**src/sfs_pkg.sv**
```systemverilog
// Package with constants for the frame status queue.
// Behaviour
// - Ten-entry nineteen-bit queue, separate from data queue.
// - Entry holds 14-bit count plus five status.
// - Queue active only when enabled and bit-sync mode.
// - Pointers clear when disabled or on reset.
// - Reset clears the queue enable bit.
// - Disabled: upper four addresses alias lower four.
// - Frame count registers readable only when enabled.
// - Extended readback bit two shows queue enable.
// - Enabled non-empty reads return the oldest entry.
// - Status read at SFS_OFF_SPECIAL pops one entry, its alias none; never underflows.
// - Empty queue delivers live status, blocks underflow.
// - Upper count bit six flags queued status.
// - Only residue, overrun, CRC error are queued.
// - End of frame writes entry, advances pointer.
// - Overflow sets bit seven; toggling enable clears.
// - Abort still loads count, then clears counter.
// - CRC checker resets after closing flag.
package sfs_pkg;
  localparam int SFS_DEPTH = 10;
  localparam int SFS_CNT_W = 14;
  localparam int SFS_STAT_W = 5;
  localparam int SFS_ENTRY_W = 19;
  localparam int SFS_PTR_W = 4;
  // Register byte offsets on APB, one word per register index.
  localparam logic [5:0] SFS_OFF_PRIMARY = 6'h00;
  localparam logic [5:0] SFS_OFF_SPECIAL = 6'h04;
  localparam logic [5:0] SFS_OFF_VECTOR = 6'h08;
  localparam logic [5:0] SFS_OFF_PENDING = 6'h0C;
  localparam logic [5:0] SFS_OFF_ALIAS_PRI = 6'h10;
  localparam logic [5:0] SFS_OFF_ALIAS_SPEC = 6'h14;
  localparam logic [5:0] SFS_OFF_FC_LOW = 6'h18;
  localparam logic [5:0] SFS_OFF_FC_HIGH = 6'h1C;
  localparam logic [5:0] SFS_OFF_EXT_CTRL = 6'h3C;
  localparam logic [5:0] SFS_OFF_EXT_STAT = 6'h3C;
  localparam logic [5:0] SFS_OFF_MODE = 6'h20;
  // Field positions.
  localparam int SFS_BIT_QEN = 2;
  localparam int SFS_BIT_AVAIL = 6;
  localparam int SFS_BIT_OVF = 7;
  localparam int SFS_BIT_ALLSENT = 0;
  localparam int SFS_BIT_RES_LO = 1;
  localparam int SFS_BIT_PARITY = 4;
  localparam int SFS_BIT_OVR = 5;
  localparam int SFS_BIT_CRC = 6;
  localparam int SFS_BIT_EOF = 7;
  localparam logic [7:0] SFS_EXT_CTRL_RST = 8'h00;
  localparam logic [7:0] SFS_CRC_PRESET = 8'hFF;
  typedef enum logic [2:0] {
    SFS_ST_IDLE = 3'b001,
    SFS_ST_SETUP = 3'b010,
    SFS_ST_ACCESS = 3'b100
  } sfs_apb_st_t;
endpackage

```
**src/sfs_queue.sv**
```systemverilog
// Ten-entry frame status queue with guarded pop and sticky overflow.
`timescale 1ns/100ps
module sfs_queue
#(
  parameter int DEPTH = sfs_pkg::SFS_DEPTH,
  parameter int WIDTH = sfs_pkg::SFS_ENTRY_W
)
(
  // Clock and reset.
  input wire logic core_clk,
  input wire logic rst_n,
  // Control.
  input wire logic active,
  input wire logic push,
  input wire logic [WIDTH-1:0] push_data,
  input wire logic pop,
  // State.
  output logic [WIDTH-1:0] head_data,
  output logic empty,
  output logic overflow
);
  import sfs_pkg::*;
  logic [WIDTH-1:0] mem [DEPTH];
  logic [SFS_PTR_W-1:0] wr_ptr_r;
  logic [SFS_PTR_W-1:0] rd_ptr_r;
  logic [SFS_PTR_W:0] count_r;
  logic ovf_r;
  wire full = (count_r == (SFS_PTR_W+1)'(DEPTH));
  wire do_push = active && push && !full;
  wire do_pop = active && pop && (count_r != '0);

  function automatic logic [SFS_PTR_W-1:0] ptr_inc(input logic [SFS_PTR_W-1:0] p);
    ptr_inc = (p == SFS_PTR_W'(DEPTH - 1)) ? '0 : p + 1'b1;
  endfunction

  always_ff @(posedge core_clk)
  begin
    if (!rst_n || !active)
    begin
      wr_ptr_r <= '0;
      rd_ptr_r <= '0;
      count_r <= '0;
      ovf_r <= 1'b0;
    end
    else
    begin
      if (do_push)
        wr_ptr_r <= ptr_inc(wr_ptr_r);
      if (do_pop)
        rd_ptr_r <= ptr_inc(rd_ptr_r);
      count_r <= count_r + (SFS_PTR_W+1)'(do_push) - (SFS_PTR_W+1)'(do_pop);
      if (push && full)
        ovf_r <= 1'b1;
    end
  end

  always_ff @(posedge core_clk)
  begin
    if (do_push)
      mem[wr_ptr_r] <= push_data;
  end

  assign head_data = mem[rd_ptr_r];
  assign empty = (count_r == '0);
  assign overflow = ovf_r;
endmodule // sfs_queue

```
**src/sfs_counter.sv**
```systemverilog
// Received byte counter and CRC checker state for one frame.
`timescale 1ns/100ps
module sfs_counter
(
  // Clock and reset.
  input wire logic core_clk,
  input wire logic rst_n,
  // Receive events.
  input wire logic rx_byte,
  input wire logic rx_crc_bit_vld,
  input wire logic rx_crc_bit,
  input wire logic frame_end,
  // Results.
  output logic [sfs_pkg::SFS_CNT_W-1:0] byte_count,
  output logic [15:0] crc_state
);
  import sfs_pkg::*;
  logic [SFS_CNT_W-1:0] cnt_r;
  logic [15:0] crc_r;
  wire fb = crc_r[15] ^ rx_crc_bit;
  always_ff @(posedge core_clk)
  begin
    if (!rst_n || frame_end)
    begin
      cnt_r <= '0;
      crc_r <= {SFS_CRC_PRESET, SFS_CRC_PRESET};
    end
    else
    begin
      if (rx_byte)
        cnt_r <= cnt_r + 1'b1;
      if (rx_crc_bit_vld)
        crc_r <= {crc_r[14:0], 1'b0} ^ (fb ? 16'h1021 : 16'h0000);
    end
  end
  assign byte_count = cnt_r;
  assign crc_state = crc_r;
endmodule // sfs_counter

```
**src/sdlc_frame_status_fifo.sv**
```systemverilog
// Frame status queue top level with APB register slave.
`timescale 1ns/100ps
module sdlc_frame_status_fifo
(
  // Clock and reset.
  input wire logic core_clk,
  input wire logic rst_n,
  // APB slave.
  input wire logic psel,
  input wire logic penable,
  input wire logic pwrite,
  input wire logic [31:0] paddr,
  input wire logic [31:0] pwdata,
  output logic [31:0] prdata,
  output logic pready,
  output logic pslverr,
  // Receiver side.
  input wire logic rx_byte,
  input wire logic rx_crc_bit_vld,
  input wire logic rx_crc_bit,
  input wire logic rx_eof,
  input wire logic rx_abort,
  input wire logic [2:0] rx_residue,
  input wire logic rx_overrun,
  input wire logic rx_parity_err,
  input wire logic rx_all_sent,
  // Other channel status for the low registers.
  input wire logic [7:0] primary_status,
  input wire logic [7:0] vector_readback,
  input wire logic [7:0] pending_readback,
  // Observability.
  output logic [15:0] crc_residual,
  output logic queue_active
);
  import sfs_pkg::*;

  logic [7:0] ext_ctrl_r;
  logic sdlc_mode_r;
  logic [31:0] prdata_r;
  logic pslverr_r;
  logic pop_armed_r;
  logic [SFS_CNT_W-1:0] byte_count;
  logic [SFS_ENTRY_W-1:0] head_data;
  logic q_empty;
  logic q_overflow;

  wire q_en = ext_ctrl_r[SFS_BIT_QEN];
  wire active = q_en && sdlc_mode_r;
  wire frame_end = rx_eof || rx_abort;
  wire crc_err = (crc_residual != 16'h1D0F) && rx_eof;
  // Only residue, overrun and CRC error travel through the queue.
  wire [SFS_STAT_W-1:0] live_q_bits = {crc_err, rx_overrun, rx_residue};
  wire [SFS_ENTRY_W-1:0] push_data = {live_q_bits, byte_count};
  wire from_queue = active && !q_empty;

  wire [SFS_STAT_W-1:0] sel_q_bits = from_queue ? head_data[SFS_ENTRY_W-1:SFS_CNT_W] : live_q_bits;
  wire [SFS_CNT_W-1:0] sel_count = from_queue ? head_data[SFS_CNT_W-1:0] : byte_count;
  wire [7:0] special_status = {rx_eof, sel_q_bits[4], sel_q_bits[3], rx_parity_err,
                               sel_q_bits[2:0], rx_all_sent};
  wire [7:0] fc_low = sel_count[7:0];
  wire [7:0] fc_high = {q_overflow, from_queue, sel_count[SFS_CNT_W-1:8]};
  wire [7:0] ext_stat = {ext_ctrl_r[7:3], q_en, ext_ctrl_r[1:0]};

  wire [5:0] addr = paddr[5:0];
  wire acc = psel && penable;
  wire rd_acc = acc && !pwrite;
  wire wr_acc = acc && pwrite;
  wire hit_pri = (addr == SFS_OFF_PRIMARY);
  wire hit_spec = (addr == SFS_OFF_SPECIAL);
  wire hit_vec = (addr == SFS_OFF_VECTOR);
  wire hit_pend = (addr == SFS_OFF_PENDING);
  wire hit_apri = (addr == SFS_OFF_ALIAS_PRI);
  wire hit_aspec = (addr == SFS_OFF_ALIAS_SPEC);
  wire hit_fcl = (addr == SFS_OFF_FC_LOW);
  wire hit_fch = (addr == SFS_OFF_FC_HIGH);
  wire hit_ext = (addr == SFS_OFF_EXT_CTRL);
  wire hit_mode = (addr == SFS_OFF_MODE);
  wire addr_ok = (paddr[31:6] == '0) && (hit_pri || hit_spec || hit_vec || hit_pend || hit_apri
                 || hit_aspec || hit_fcl || hit_fch || hit_ext || hit_mode);
  // Only a read at the special status offset pops; its alias never does.
  wire rd_pop_req = !pwrite && addr_ok && hit_spec && from_queue;
  wire pop = rd_acc && pop_armed_r;

  logic [7:0] rd_byte;
  always_comb
  begin
    rd_byte = 8'h00;
    if (hit_pri)
      rd_byte = primary_status;
    else if (hit_spec)
      rd_byte = special_status;
    else if (hit_vec)
      rd_byte = vector_readback;
    else if (hit_pend)
      rd_byte = pending_readback;
    else if (hit_apri)
      rd_byte = primary_status;
    else if (hit_aspec)
      rd_byte = special_status;
    else if (hit_fcl)
      rd_byte = q_en ? fc_low : vector_readback;
    else if (hit_fch)
      rd_byte = q_en ? fc_high : pending_readback;
    else if (hit_ext)
      rd_byte = ext_stat;
    else if (hit_mode)
      rd_byte = {7'h00, sdlc_mode_r};
  end

  // Read data is taken at the end of setup so that prdata comes from a flop.
  // The pop is armed only when that snapshot came from the queue, so an entry
  // pushed into an empty queue during setup is never released unread.
  wire [31:0] rd_word = (!pwrite && addr_ok) ? {24'h000000, rd_byte} : 32'h0000_0000;

  always_ff @(posedge core_clk)
  begin
    if (!rst_n)
    begin
      ext_ctrl_r <= SFS_EXT_CTRL_RST;
      sdlc_mode_r <= 1'b0;
    end
    else if (wr_acc && addr_ok)
    begin
      if (hit_ext)
        ext_ctrl_r <= pwdata[7:0];
      else if (hit_mode)
        sdlc_mode_r <= pwdata[0];
    end
  end

  always_ff @(posedge core_clk)
  begin
    if (!rst_n)
    begin
      prdata_r <= 32'h0000_0000;
      pslverr_r <= 1'b0;
      pop_armed_r <= 1'b0;
    end
    else if (psel && !penable)
    begin
      prdata_r <= rd_word;
      pslverr_r <= !addr_ok;
      pop_armed_r <= rd_pop_req;
    end
    else
    begin
      prdata_r <= 32'h0000_0000;
      pslverr_r <= 1'b0;
      pop_armed_r <= 1'b0;
    end
  end

  // Zero wait states: the word taken at the end of setup stands through the access cycle.
  assign pready = 1'b1;
  assign prdata = prdata_r;
  assign pslverr = acc && pslverr_r;

  sfs_counter u_counter (
    .core_clk(core_clk),
    .rst_n(rst_n),
    .rx_byte(rx_byte),
    .rx_crc_bit_vld(rx_crc_bit_vld),
    .rx_crc_bit(rx_crc_bit),
    .frame_end(frame_end),
    .byte_count(byte_count),
    .crc_state(crc_residual)
  );

  sfs_queue #(
    .DEPTH(SFS_DEPTH),
    .WIDTH(SFS_ENTRY_W)
  ) u_queue (
    .core_clk(core_clk),
    .rst_n(rst_n),
    .active(active),
    .push(frame_end),
    .push_data(push_data),
    .pop(pop),
    .head_data(head_data),
    .empty(q_empty),
    .overflow(q_overflow)
  );

  assign queue_active = active;
endmodule // sdlc_frame_status_fifo

```
**config.mk**
```make
export PLATFORM = sky130hd
export DESIGN_NAME = sdlc_frame_status_fifo
export DESIGN_NICKNAME = d
export VERILOG_FILES = /design/src/sfs_pkg.sv /design/src/sfs_queue.sv /design/src/sfs_counter.sv /design/src/sdlc_frame_status_fifo.sv
export SDC_FILE = /design/constraint.sdc
export NUM_CORES = 1
export LEC_CHECK = 0
export BUFFER_PORTS_ARGS = -buffer_cell sky130_fd_sc_hd__buf_2
export CORE_MARGIN = 3
export CORE_UTILIZATION = 45
export DETAILED_ROUTE_END_ITERATION = 8
export GPL_TIMING_DRIVEN = 0
export PLACE_DENSITY = 0.67
export SLEW_MARGIN = 20
export SYNTH_ARGS = -nofsm -noshare
export SYNTH_HDL_FRONTEND = slang
export SYNTH_SLANG_ARGS = --single-unit
```
**constraint.sdc**
```tcl
create_clock -name core_clk -period 3.65 [get_ports core_clk]
set_input_delay 0.73 -clock core_clk [delete_from_list [all_inputs] [get_ports core_clk]]
set_output_delay 0.73 -clock core_clk [all_outputs]
set_load 0.02 [all_outputs]
```
-- Word-level counts from Yosys, hierarchy flattened
Memories as Yosys holds them, arrays and structs flattened. A register that Yosys moved wholly into a read port is not among the register bits.
Cells that the tools add are included.
- register bits after elaboration: 87
- bits in writable memories: 190
- memories: 1
- bits of input ports: 104
- output and inout port bits: 51
- memory list (name ; depth ; width ; read ports ; clocked after memory_dff ; wr ports ; RTL line ; RTL):
    u_queue.mem ; 10 ; 19 ; 1 ; 1 ; 1 ; sfs_queue.sv:23 ; logic [WIDTH-1:0] mem [DEPTH];
- bitwise operators: 3
- eq/ne operators: 13
- reductions and logical operators: 46
- $add $sub $neg: 5
- muxes and demuxes: 21
- operators by type and width (cell ; number):
    $mux W8 ; 11
    $logic_not A26 Y1 ; 1
    $eq A6 B5 Y1 const B ; 4
    $logic_and A1 B1 Y1 ; 19
    $mux W4 ; 4
    $ne A16 B13 Y1 const B ; 1
    $xor A16 B16 Y16 ; 1
    $add A14 B1 Y14 const B ; 1
    $mux W14 ; 1
    $mux W13 ; 1
    $eq A6 B4 Y1 const B ; 2
    $eq A6 B6 Y1 const B ; 2
    $logic_or A1 B1 Y1 ; 12
    $add A4 B1 Y4 const B ; 2
    $eq A4 B4 Y1 const B ; 2
    $logic_not A1 Y1 ; 7
    $eq A6 B3 Y1 const B ; 1
    $logic_not A6 Y1 ; 1
    $reduce_and A3 Y1 ; 2
    $add A5 B1 Y5 ; 1
    $eq A5 B4 Y1 const B ; 1
    $logic_not A5 Y1 ; 1
    $mux W5 ; 1
    $reduce_bool A5 Y1 ; 1
    5 further kinds ; 8

-- Depth between registers and ports, before layout
Gate-level depths: netlist of run 1.
- depth after elaboration: 14
- depth in mapped cells: 14
- gate-level depth less buffers: 13

-- Hierarchy
From an unflattened synthesis of run 1, not the netlist that was laid out.
- cells, all modules: 950
- area, all modules: 11614.9 um^2
- by module, submodules not included (module ; cells each ; times used ; area each (um^2)):
    sfs_queue ; 538 ; 1 ; 8269.2
    sdlc_frame_status_fifo ; 280 ; 1 ; 2085.8
    sfs_counter ; 132 ; 1 ; 1260.0

-- Least setup slack after synthesis of run 1
OpenSTA, ideal clock, no wires.
- path type: reg2reg
- start: register ext_ctrl_r[2]
- end: memory u_queue.mem[1][0] (netlist bit) (enable)
- stages on the path, launching flop included: 7
- arrival: 3.224 ns
- slack: -0.018 ns
- cells stage by stage: dfxtp_1 > buf_2 > and2_1 > clkbuf_2 > nor3b_2 > nand2_1 > nor4_1
- word-level cells in the longest chain between the ends: 5
- RTL lines (item ; RTL line ; RTL):
    start: declaration ; sdlc_frame_status_fifo.sv:37 ; logic [7:0] ext_ctrl_r;
    start signal: assignment ; sdlc_frame_status_fifo.sv:125 ; ext_ctrl_r <= pwdata[7:0];
    $logic_and A1 B1 Y1 ; sdlc_frame_status_fifo.sv:48 ; wire active = q_en && sdlc_mode_r;
    via queue_active ; sdlc_frame_status_fifo.sv:33 ; output logic queue_active
    $logic_and A1 B1 Y1 (2 in a row) ; sfs_queue.sv:29 ; wire do_push = active && push && !full;
    via u_queue.do_push ; sfs_queue.sv:29 ;
    $mux W1 ; sfs_queue.sv:59 ; if (do_push)
    $mux W1 (implied by the code) ; sfs_queue.sv:60 ; mem[wr_ptr_r] <= push_data;
    end: declaration ; sfs_queue.sv:23 ;
The timed path passes the listed nets, and every way through them passes these cells.

-- Final worst setup path of run 1
- start: register u_queue.count_r[2]
- end: register u_queue.count_r[4]
- word-level cells in the longest chain between the ends: 5
- elaborated cells between the ends (all ways): 7
- classes of those cells: add/sub: 2; eq/ne: 1; reduce/logical: 4
- RTL lines (item ; RTL line ; RTL):
    start: declaration ; sfs_queue.sv:26 ; logic [SFS_PTR_W:0] count_r;
    start signal: assignment ; sfs_queue.sv:51 ; count_r <= count_r + (SFS_PTR_W+1)'(do_push) - (SFS_PTR_W+1)'(do_pop);
    $eq A5 B4 Y1 ; sfs_queue.sv:28 ; wire full = (count_r == (SFS_PTR_W+1)'(DEPTH));
    $logic_not A1 Y1 ; sfs_queue.sv:29 ;
    $logic_and A1 B1 Y1 ; sfs_queue.sv:29 ;
    $add A5 B1 Y5 ; sfs_queue.sv:51 ;
    $sub A5 B1 Y5 * ; sfs_queue.sv:51 ;
Every way passes the cells marked *; elsewhere a longest branch is shown, timed or not.
A chain may end at the register's enable or synchronous reset.

==> results of run 1 <==
==> sequential cells by signal, summed over array words and instances (netlist names), named ones only <==
register,flops
ext_ctrl_r,8
pop_armed_r,1
prdata,8
pslverr_r,1
sdlc_mode_r,1
u_counter.byte_count,14
u_counter.crc_state,16
u_queue.count_r,5
u_queue.mem,190
u_queue.overflow,1
u_queue.rd_ptr_r,4
u_queue.wr_ptr_r,4
==> layout make-up <==
class | count | area, µm² | area share (%)
timing repair buffer | 119 | 692 | 5.19
tap | 324 | 405 | 3.04
sequential | 257 | 7050 | 52.9
buffer | 63 | 392 | 2.94
clock buffer | 39 | 791 | 5.93
clock inverter | 11 | 114 | 0.854
multi-input combinational | 485 | 3820 | 28.7
inverter | 17 | 63.8 | 0.479
==> worst register-to-register path: stages (launching register included) <==
cell and delay, ns:
dfxtp_1 0.32, inv_1 0.09, ha_1 0.17, or4b_4 0.49, nand2_1 0.10, buf_2 0.25, nor2_1 0.17, ha_1 0.31
inv_1 0.04, ha_1 0.22, fa_1 0.43, a21oi_1 0.15, nor2_1 0.06, or3_1 0.34, a21oi_1 0.14
==> final timing paths <==
check | cells after the start | end | slack [ns] | start
max reg2reg | 14 | u_queue.count_r[4] | 0.32 | u_queue.count_r[2]
max | 14 | u_queue.count_r[4] | 0.32 | u_queue.count_r[2]
min reg2reg | 2 | u_queue.overflow | 0.47 | u_queue.overflow
min | 3 | ext_ctrl_r[6] | 0.46 | pwdata[6]
==> metal layers <==
metal | global-route usage [%] | wire length (µm) | vias up
met5 | 0 | 0 | -
met4 | 6.92 | 782 | 0
met3 | 3.70 | 2130 | 48
met2 | 32.8 | 12600 | 277
met1 | 28.3 | 11800 | 3501
li1 | - | - | 3342
==> cell usage in the layout (no fill, tap or decap), types with 16 or more instances in the layout <==
master / synthesis / routed
dfxtp_1: 67 / 67
buf_4: 30 / 42
mux2i_1: 54 / 54
inv_1: 17 / 17
clkbuf_1: 16 / 21
buf_2: 9 / 110
a21oi_1: 26 / 26
o21ai_0: 31 / 31
conb_1: 2 / 25
nand2_1: 46 / 46
nor2_1: 62 / 58
edfxtp_1: 190 / 190
nor2b_1: 16 / 16
mux4_2: 39 / 39
clkbuf_16: 0 / 27
==> cells by family (layout without fill, tap and decap cells) <==
family | count (synthesis) | after routing | share of synthesized area, %
adder cells (fa/ha/maj) | 9 | 9 | 1.08
AND/OR/NAND/NOR | 217 | 217 | 9.89
XOR/XNOR | 22 | 22 | 1.72
multiplexers | 103 | 103 | 13.7
AO/OA/AOI/OAI | 109 | 109 | 6.38
other | 2 | 25 | 0.0672
buffers and inverters | 80 | 249 | 4.08
flip-flops | 257 | 257 | 63.1
==> per-stage QoR <==
| step | cell area [µm²] | setup WS, ns | cells | hold slack [ns] |
|---|---|---|---|---|
| 2_1_floorplan | 11300 | 0.461 | 822 | 0.431 |
| 3_3_place_gp | 12200 | -1.51 | 1247 | 0.454 |
| 3_5_place_dp | 12400 | 0.363 | 1265 | 0.454 |
| 4_1_cts | 13300 | 0.321 | 1315 | 0.435 |
| 5_1_grt | 13300 | 0.123 | 1315 | 0.464 |
| 6_report | 13300 | 0.317 | 1315 | 0.455 |
==> power by group through the flow <==
| stage | clock [W] | sequential [W] | combinational [W] |
|---|---|---|---|
| 6_report | 0.00276 | 0.00311 | 0.000185 |
| 2_1_floorplan | 0 | 0.00317 | 0.000101 |
| 5_1_grt | 0.00293 | 0.00311 | 0.000201 |
| 3_5_place_dp | 0 | 0.00317 | 0.000183 |
| 3_3_place_gp | 0 | 0.00317 | 0.000182 |
| 4_1_cts | 0.00280 | 0.00311 | 0.000184 |
==> results.py, run 1 <==
metrics = {
    "outcome": {
        "outcome": "completed",
    },
    "yosys": {
        "avgSynthCellArea_um2": 14.0,
        "yosysTopAreaCell": "edfxtp_1",
        "syn_area_um2": 11200,
        "yosysMostFrequentCell": "edfxtp_1",
        "netlist_instances": 799,
        "ys_types": 61,
        "synth_ff_type": "edfxtp_1",
        "async_flop_share_pct": 0,
        "synth.top_cells.by_count": "edfxtp_1, dfxtp_1, nor2_1, mux2i_1, nand2_1",
        "synth_warnings": 0,
        "synth_edf_count": 190,
        "yosysTopAreaCellShare_pct": 51.1,
        "yosysSeqAreaShare_pct": 63.1,
        "ys_ff_latch": 257,
        "ys_top_cells_by_area": "edfxtp_1, dfxtp_1, mux4_2, mux2i_1, nor2_1",
    },
    "critical_path": {
        "critical_path.top_delay_family": "simple AND/OR/NAND/NOR gates",
        "slowest_delay_ns": 0.49,
        "critPathArrivalTime_ns": 3.79,
        "worst_setup_path_start_kind": "flip-flop",
        "crit_required_ns": 4.11,
        "cpMaxStageDelayCell": "or4b_4",
        "critical_path_buf_inv_count": 3,
        "crit_path_end_kind": "flip-flop",
        "cp_common_cell": "ha_1",
        "crit_fanout": 10,
        "cp_cell_sequence": "inv_1 -> ha_1 -> or4b_4 -> nand2_1 -> buf_2 -> nor2_1 -> ha_1 -> inv_1 -> ha_1 -> fa_1 -> a21oi_1 -> nor2_1 -> or3_1 -> a21oi_1",
        "crit_type": "reg2reg",
    },
    "cts": {
        "cts_buffer_depth": 3,
        "root_buffer": "clkbuf_16",
        "cts.clk_slew.worst_paths_ns": 0.06,
        "htree_levels": 1,
        "post_cts_resized": 0,
        "cts_inserted_buffers": 27,
        "cts_hold_buf": 0,
        "numClockSinks": 257,
        "cts_tree": "built",
        "post-cts-setup-buffers": 0,
        "clk_latency_ns": 0.54,
    },
    "min_path": {
        "min_path_type": "in2reg",
    },
    "power_and_ir_drop": {
        "powerDensity_nw_per_um2": 454,
        "leakagePower_nw": 4.77,
        "power_frac_clock_pct": 45.6,
        "combPwrFrac_pct": 3.1,
        "ir_drop_uv": 282,
        "power_switching_share_pct": 20.2,
        "p_total_w": 0.00605,
        "p_int_w": 0.00483,
        "p_seq_share_pct": 51.4,
        "p_sw_w": 0.00122,
    },
    "sta": {
        "slew_violations": 0,
        "clock_skew_ns": 0.0152,
        "hold_violations": 0,
        "fmax_ghz": 0.300,
        "fin_crit_sh_pct": 91.3,
        "relSlewSlack_pct": 26.5,
        "worst_pin_slew_ns": 1.09,
        "tns_ns": 0,
        "period_needed_ns": 3.33,
        "rsz0062_at_grt": "false",
        "setup_viol": 0,
    },
    "detailed_routing": {
        "dr.pass1.iters": 6,
        "drt_iter0_drc": 654,
        "wire_per_inst_um": 20.8,
        "routed_via_density": 5.45,
        "routed_wl_um": 27400,
        "ant_nets": 0,
        "dr_total_vias": 7168,
        "detail_route.drc_violations": 0,
    },
    "floorplan": {
        "dieArea_um2": 26800,
        "core_area_um2": 24400,
        "num_rows": 57,
        "ios": 155,
        "die_h_um": 164,
        "floorplan.initialDensity_pct": 45.8,
        "die_w_um": 164,
    },
    "placed_design": {
        "routabilityCongestion": 0.922,
        "dp_hpwl_um": 19800,
        "io_buffers": 101,
    },
    "job": {
        "maxCapViolCount": 0,
    },
    "grt": {
        "grt_max_degree": 20,
        "grt_pass1_vias": 7094,
        "grt_remaining_overflow": 0,
        "antenna_found_initial": 0,
        "grt_pass1_wl_um": 41600,
        "grt_usage_pct": 20.4,
    },
    "finish": {
        "final_nets": 1083,
        "fillerInstances": 2031,
        "antenna_cells": 0,
        "layout-drive-gt1-share_pct": 27.9,
        "area_growth_pct": 19.3,
        "utilization_pct": 54.6,
    },
}
(Power assumes the default switching activity.)
==> inputs of run 2 (changes only) <==
--- a/config.mk
+++ b/config.mk
@@ -10,7 +10,7 @@
 export CORE_UTILIZATION = 45
 export DETAILED_ROUTE_END_ITERATION = 8
 export GPL_TIMING_DRIVEN = 0
-export PLACE_DENSITY = 0.67
+export PLACE_DENSITY_LB_ADDON = 0.25
 export SLEW_MARGIN = 20
 export SYNTH_ARGS = -nofsm -noshare
 export SYNTH_HDL_FRONTEND = slang
==> constraint.sdc (replaced) <==
create_clock -name core_clk -period 3.65 [get_ports core_clk]
set_input_delay 0.73 -clock core_clk [delete_from_list [all_inputs] [get_ports core_clk]]
set_output_delay 0.73 -clock core_clk [all_outputs]
set_load 0.05 [all_outputs]
==> results.py, run 2 (synthesis results as in run 1) <==
metrics = {
    "detailed_routing": {
        "dr_wl_met3_um": 1980,
        "drt-met1-wl_um": 11400,
        "routed_wl_um": 26600,
        "highest_layer": "met4",
        "detail_route.drc_violations": 0,
        "routed_via_density": 5.47,
        "dr_wl_met2_um": 12700,
        "drt_iter0_drc": 532,
        "dr_total_vias": 7197,
        "ant_nets": 0,
        "wire_per_inst_um": 20.2,
        "dr.pass1.iters": 5,
    },
    "cts": {
        "cts_hold_buf": 0,
        "cts.clk_slew.worst_paths_ns": 0.06,
        "numClockSinks": 257,
        "cts_tree": "built",
        "clk_latency_ns": 0.53,
        "cts_buffer_depth": 3,
        "cts_inserted_buffers": 26,
        "htree_levels": 1,
        "root_buffer": "clkbuf_16",
        "post-cts-setup-buffers": 0,
        "post_cts_resized": 0,
    },
    "finish": {
        "layout-drive-gt1-share_pct": 27.3,
        "final_nets": 1084,
        "area_growth_pct": 18.8,
        "utilization_pct": 54.4,
        "layout_common_cells": "edfxtp_1, buf_2, dfxtp_1",
        "largest_register": "u_queue.mem",
        "antenna_cells": 0,
        "final_area_um2": 13300,
        "finalNonFillerCells": 1315,
        "largest_reg_flops": 190,
        "layout_commonest_cell": "edfxtp_1",
    },
    "sta": {
        "hold_violations": 0,
        "worst_pin_slew_ns": 1.01,
        "setup_viol": 0,
        "slew_violations": 0,
        "relSlewSlack_pct": 32.4,
        "rsz0062_at_grt": "false",
        "fin_ws_ns": 0.298,
        "fmax_ghz": 0.298,
        "period_needed_ns": 3.35,
        "fin_crit_sh_pct": 91.8,
        "clock_skew_ns": 0.0165,
    },
    "floorplan": {
        "dieArea_um2": 26800,
        "core_area_um2": 24400,
        "die_h_um": 164,
        "num_rows": 57,
        "die_w_um": 164,
        "floorplan.initialDensity_pct": 45.8,
        "ios": 155,
    },
    "critical_path": {
        "cpMaxStageDelayCell": "or4b_4",
        "crit_required_ns": 4.10,
        "worst_setup_path_start_kind": "flip-flop",
        "crit_type": "reg2reg",
        "slowest_delay_ns": 0.49,
        "crit_fanout": 10,
        "critPathArrivalTime_ns": 3.81,
        "cp_cell_sequence": "inv_1 -> ha_1 -> or4b_4 -> nand2_1 -> buf_2 -> nor2_1 -> ha_1 -> inv_1 -> ha_1 -> fa_1 -> a21oi_1 -> nor2_1 -> or3_1 -> a21oi_1",
        "cp_common_cell": "ha_1",
        "crit_path_end_kind": "flip-flop",
    },
    "power_and_ir_drop": {
        "powerDensity_nw_per_um2": 444,
        "ir_drop_uv": 305,
        "p_total_w": 0.00590,
        "leakagePower_nw": 4.73,
    },
    "grt": {
        "antenna_found_initial": 0,
        "grt_max_degree": 20,
        "grt_remaining_overflow": 0,
        "grt_pass1_vias": 7003,
        "grt_usage_pct": 19.7,
        "grt_pass1_wl_um": 40400,
    },
    "placed_design": {
        "post-place-ws_ns": 0.290,
        "dpl_cell_area_um2": 12400,
        "place_inst": 1267,
        "io_buffers": 101,
        "dp_hpwl_um": 19100,
        "routabilityCongestion": 0.910,
    },
    "job": {
        "maxCapViolCount": 0,
    },
    "outcome": {
        "outcome": "completed",
    },
    "min_path": {
        "min_path_type": "in2reg",
    },
}
## run 2: cell count changes in the layout (fill, tap and decap cells not counted), moves of 2 or more
cell,change
buf_6,-2
clkinv_2,-2
clkbuf_8,-3
buf_4,+2
buf_12,+2
clkbuf_1,+4
## run 2: critical path: cells and delay by family, from the launching register on
family	cells	cell delay [ns]
buffers and inverters	3	0.38
and+or+nand+nor	5	1.17
DFF	1	0.31
adders and majority gates	4	1.11
AOI/OAI and AO/OA	2	0.31
## run 2: worst paths after layout
check	start	endpoint	slack (ns)	cells after the start
worst min register to register	u_queue.overflow	u_queue.overflow	0.49	2
worst max register to register	u_queue.count_r[2]	u_queue.count_r[4]	0.30	14
worst max-delay path	u_queue.count_r[2]	u_queue.count_r[4]	0.30	14
worst min-delay path	pwdata[2]	ext_ctrl_r[2]	0.47	3
## run 2: cell type report
type                            count  area, µm²
Fill cell                        2003      11100
Tap cell                          324        405
Inverter                           17       63.8
Timing Repair Buffer              121        712
Clock inverter                      8       66.3
Clock buffer                       40        764
Sequential cell                   257       7050
Multi-Input combinational cell    485       3820
Buffer                             63        392
## run 2: power breakdown
group	leakage [nW]	switching [W]	internal, W
Combinational	1.85	0.000142	0.0000752
Clock	0.401	0.00106	0.00151
Sequential	2.48	0.00000239	0.00311
## run 2: routing by layer
metal  up-vias  global-route usage [%]
li1       3343                       -
met1      3540                    27.0
met2       275                    33.1
met3        39                    3.12
met4         0                    5.27
met5         -                       0
## run 2: through the flow
step / hold WS, ns / setup TNS [ns]
after floorplan: 0.431 / 0
after global placement: 0.489 / -148.66
after detailed placement: 0.492 / 0
after CTS: 0.447 / 0
after global routing: 0.474 / 0
final: 0.465 / 0
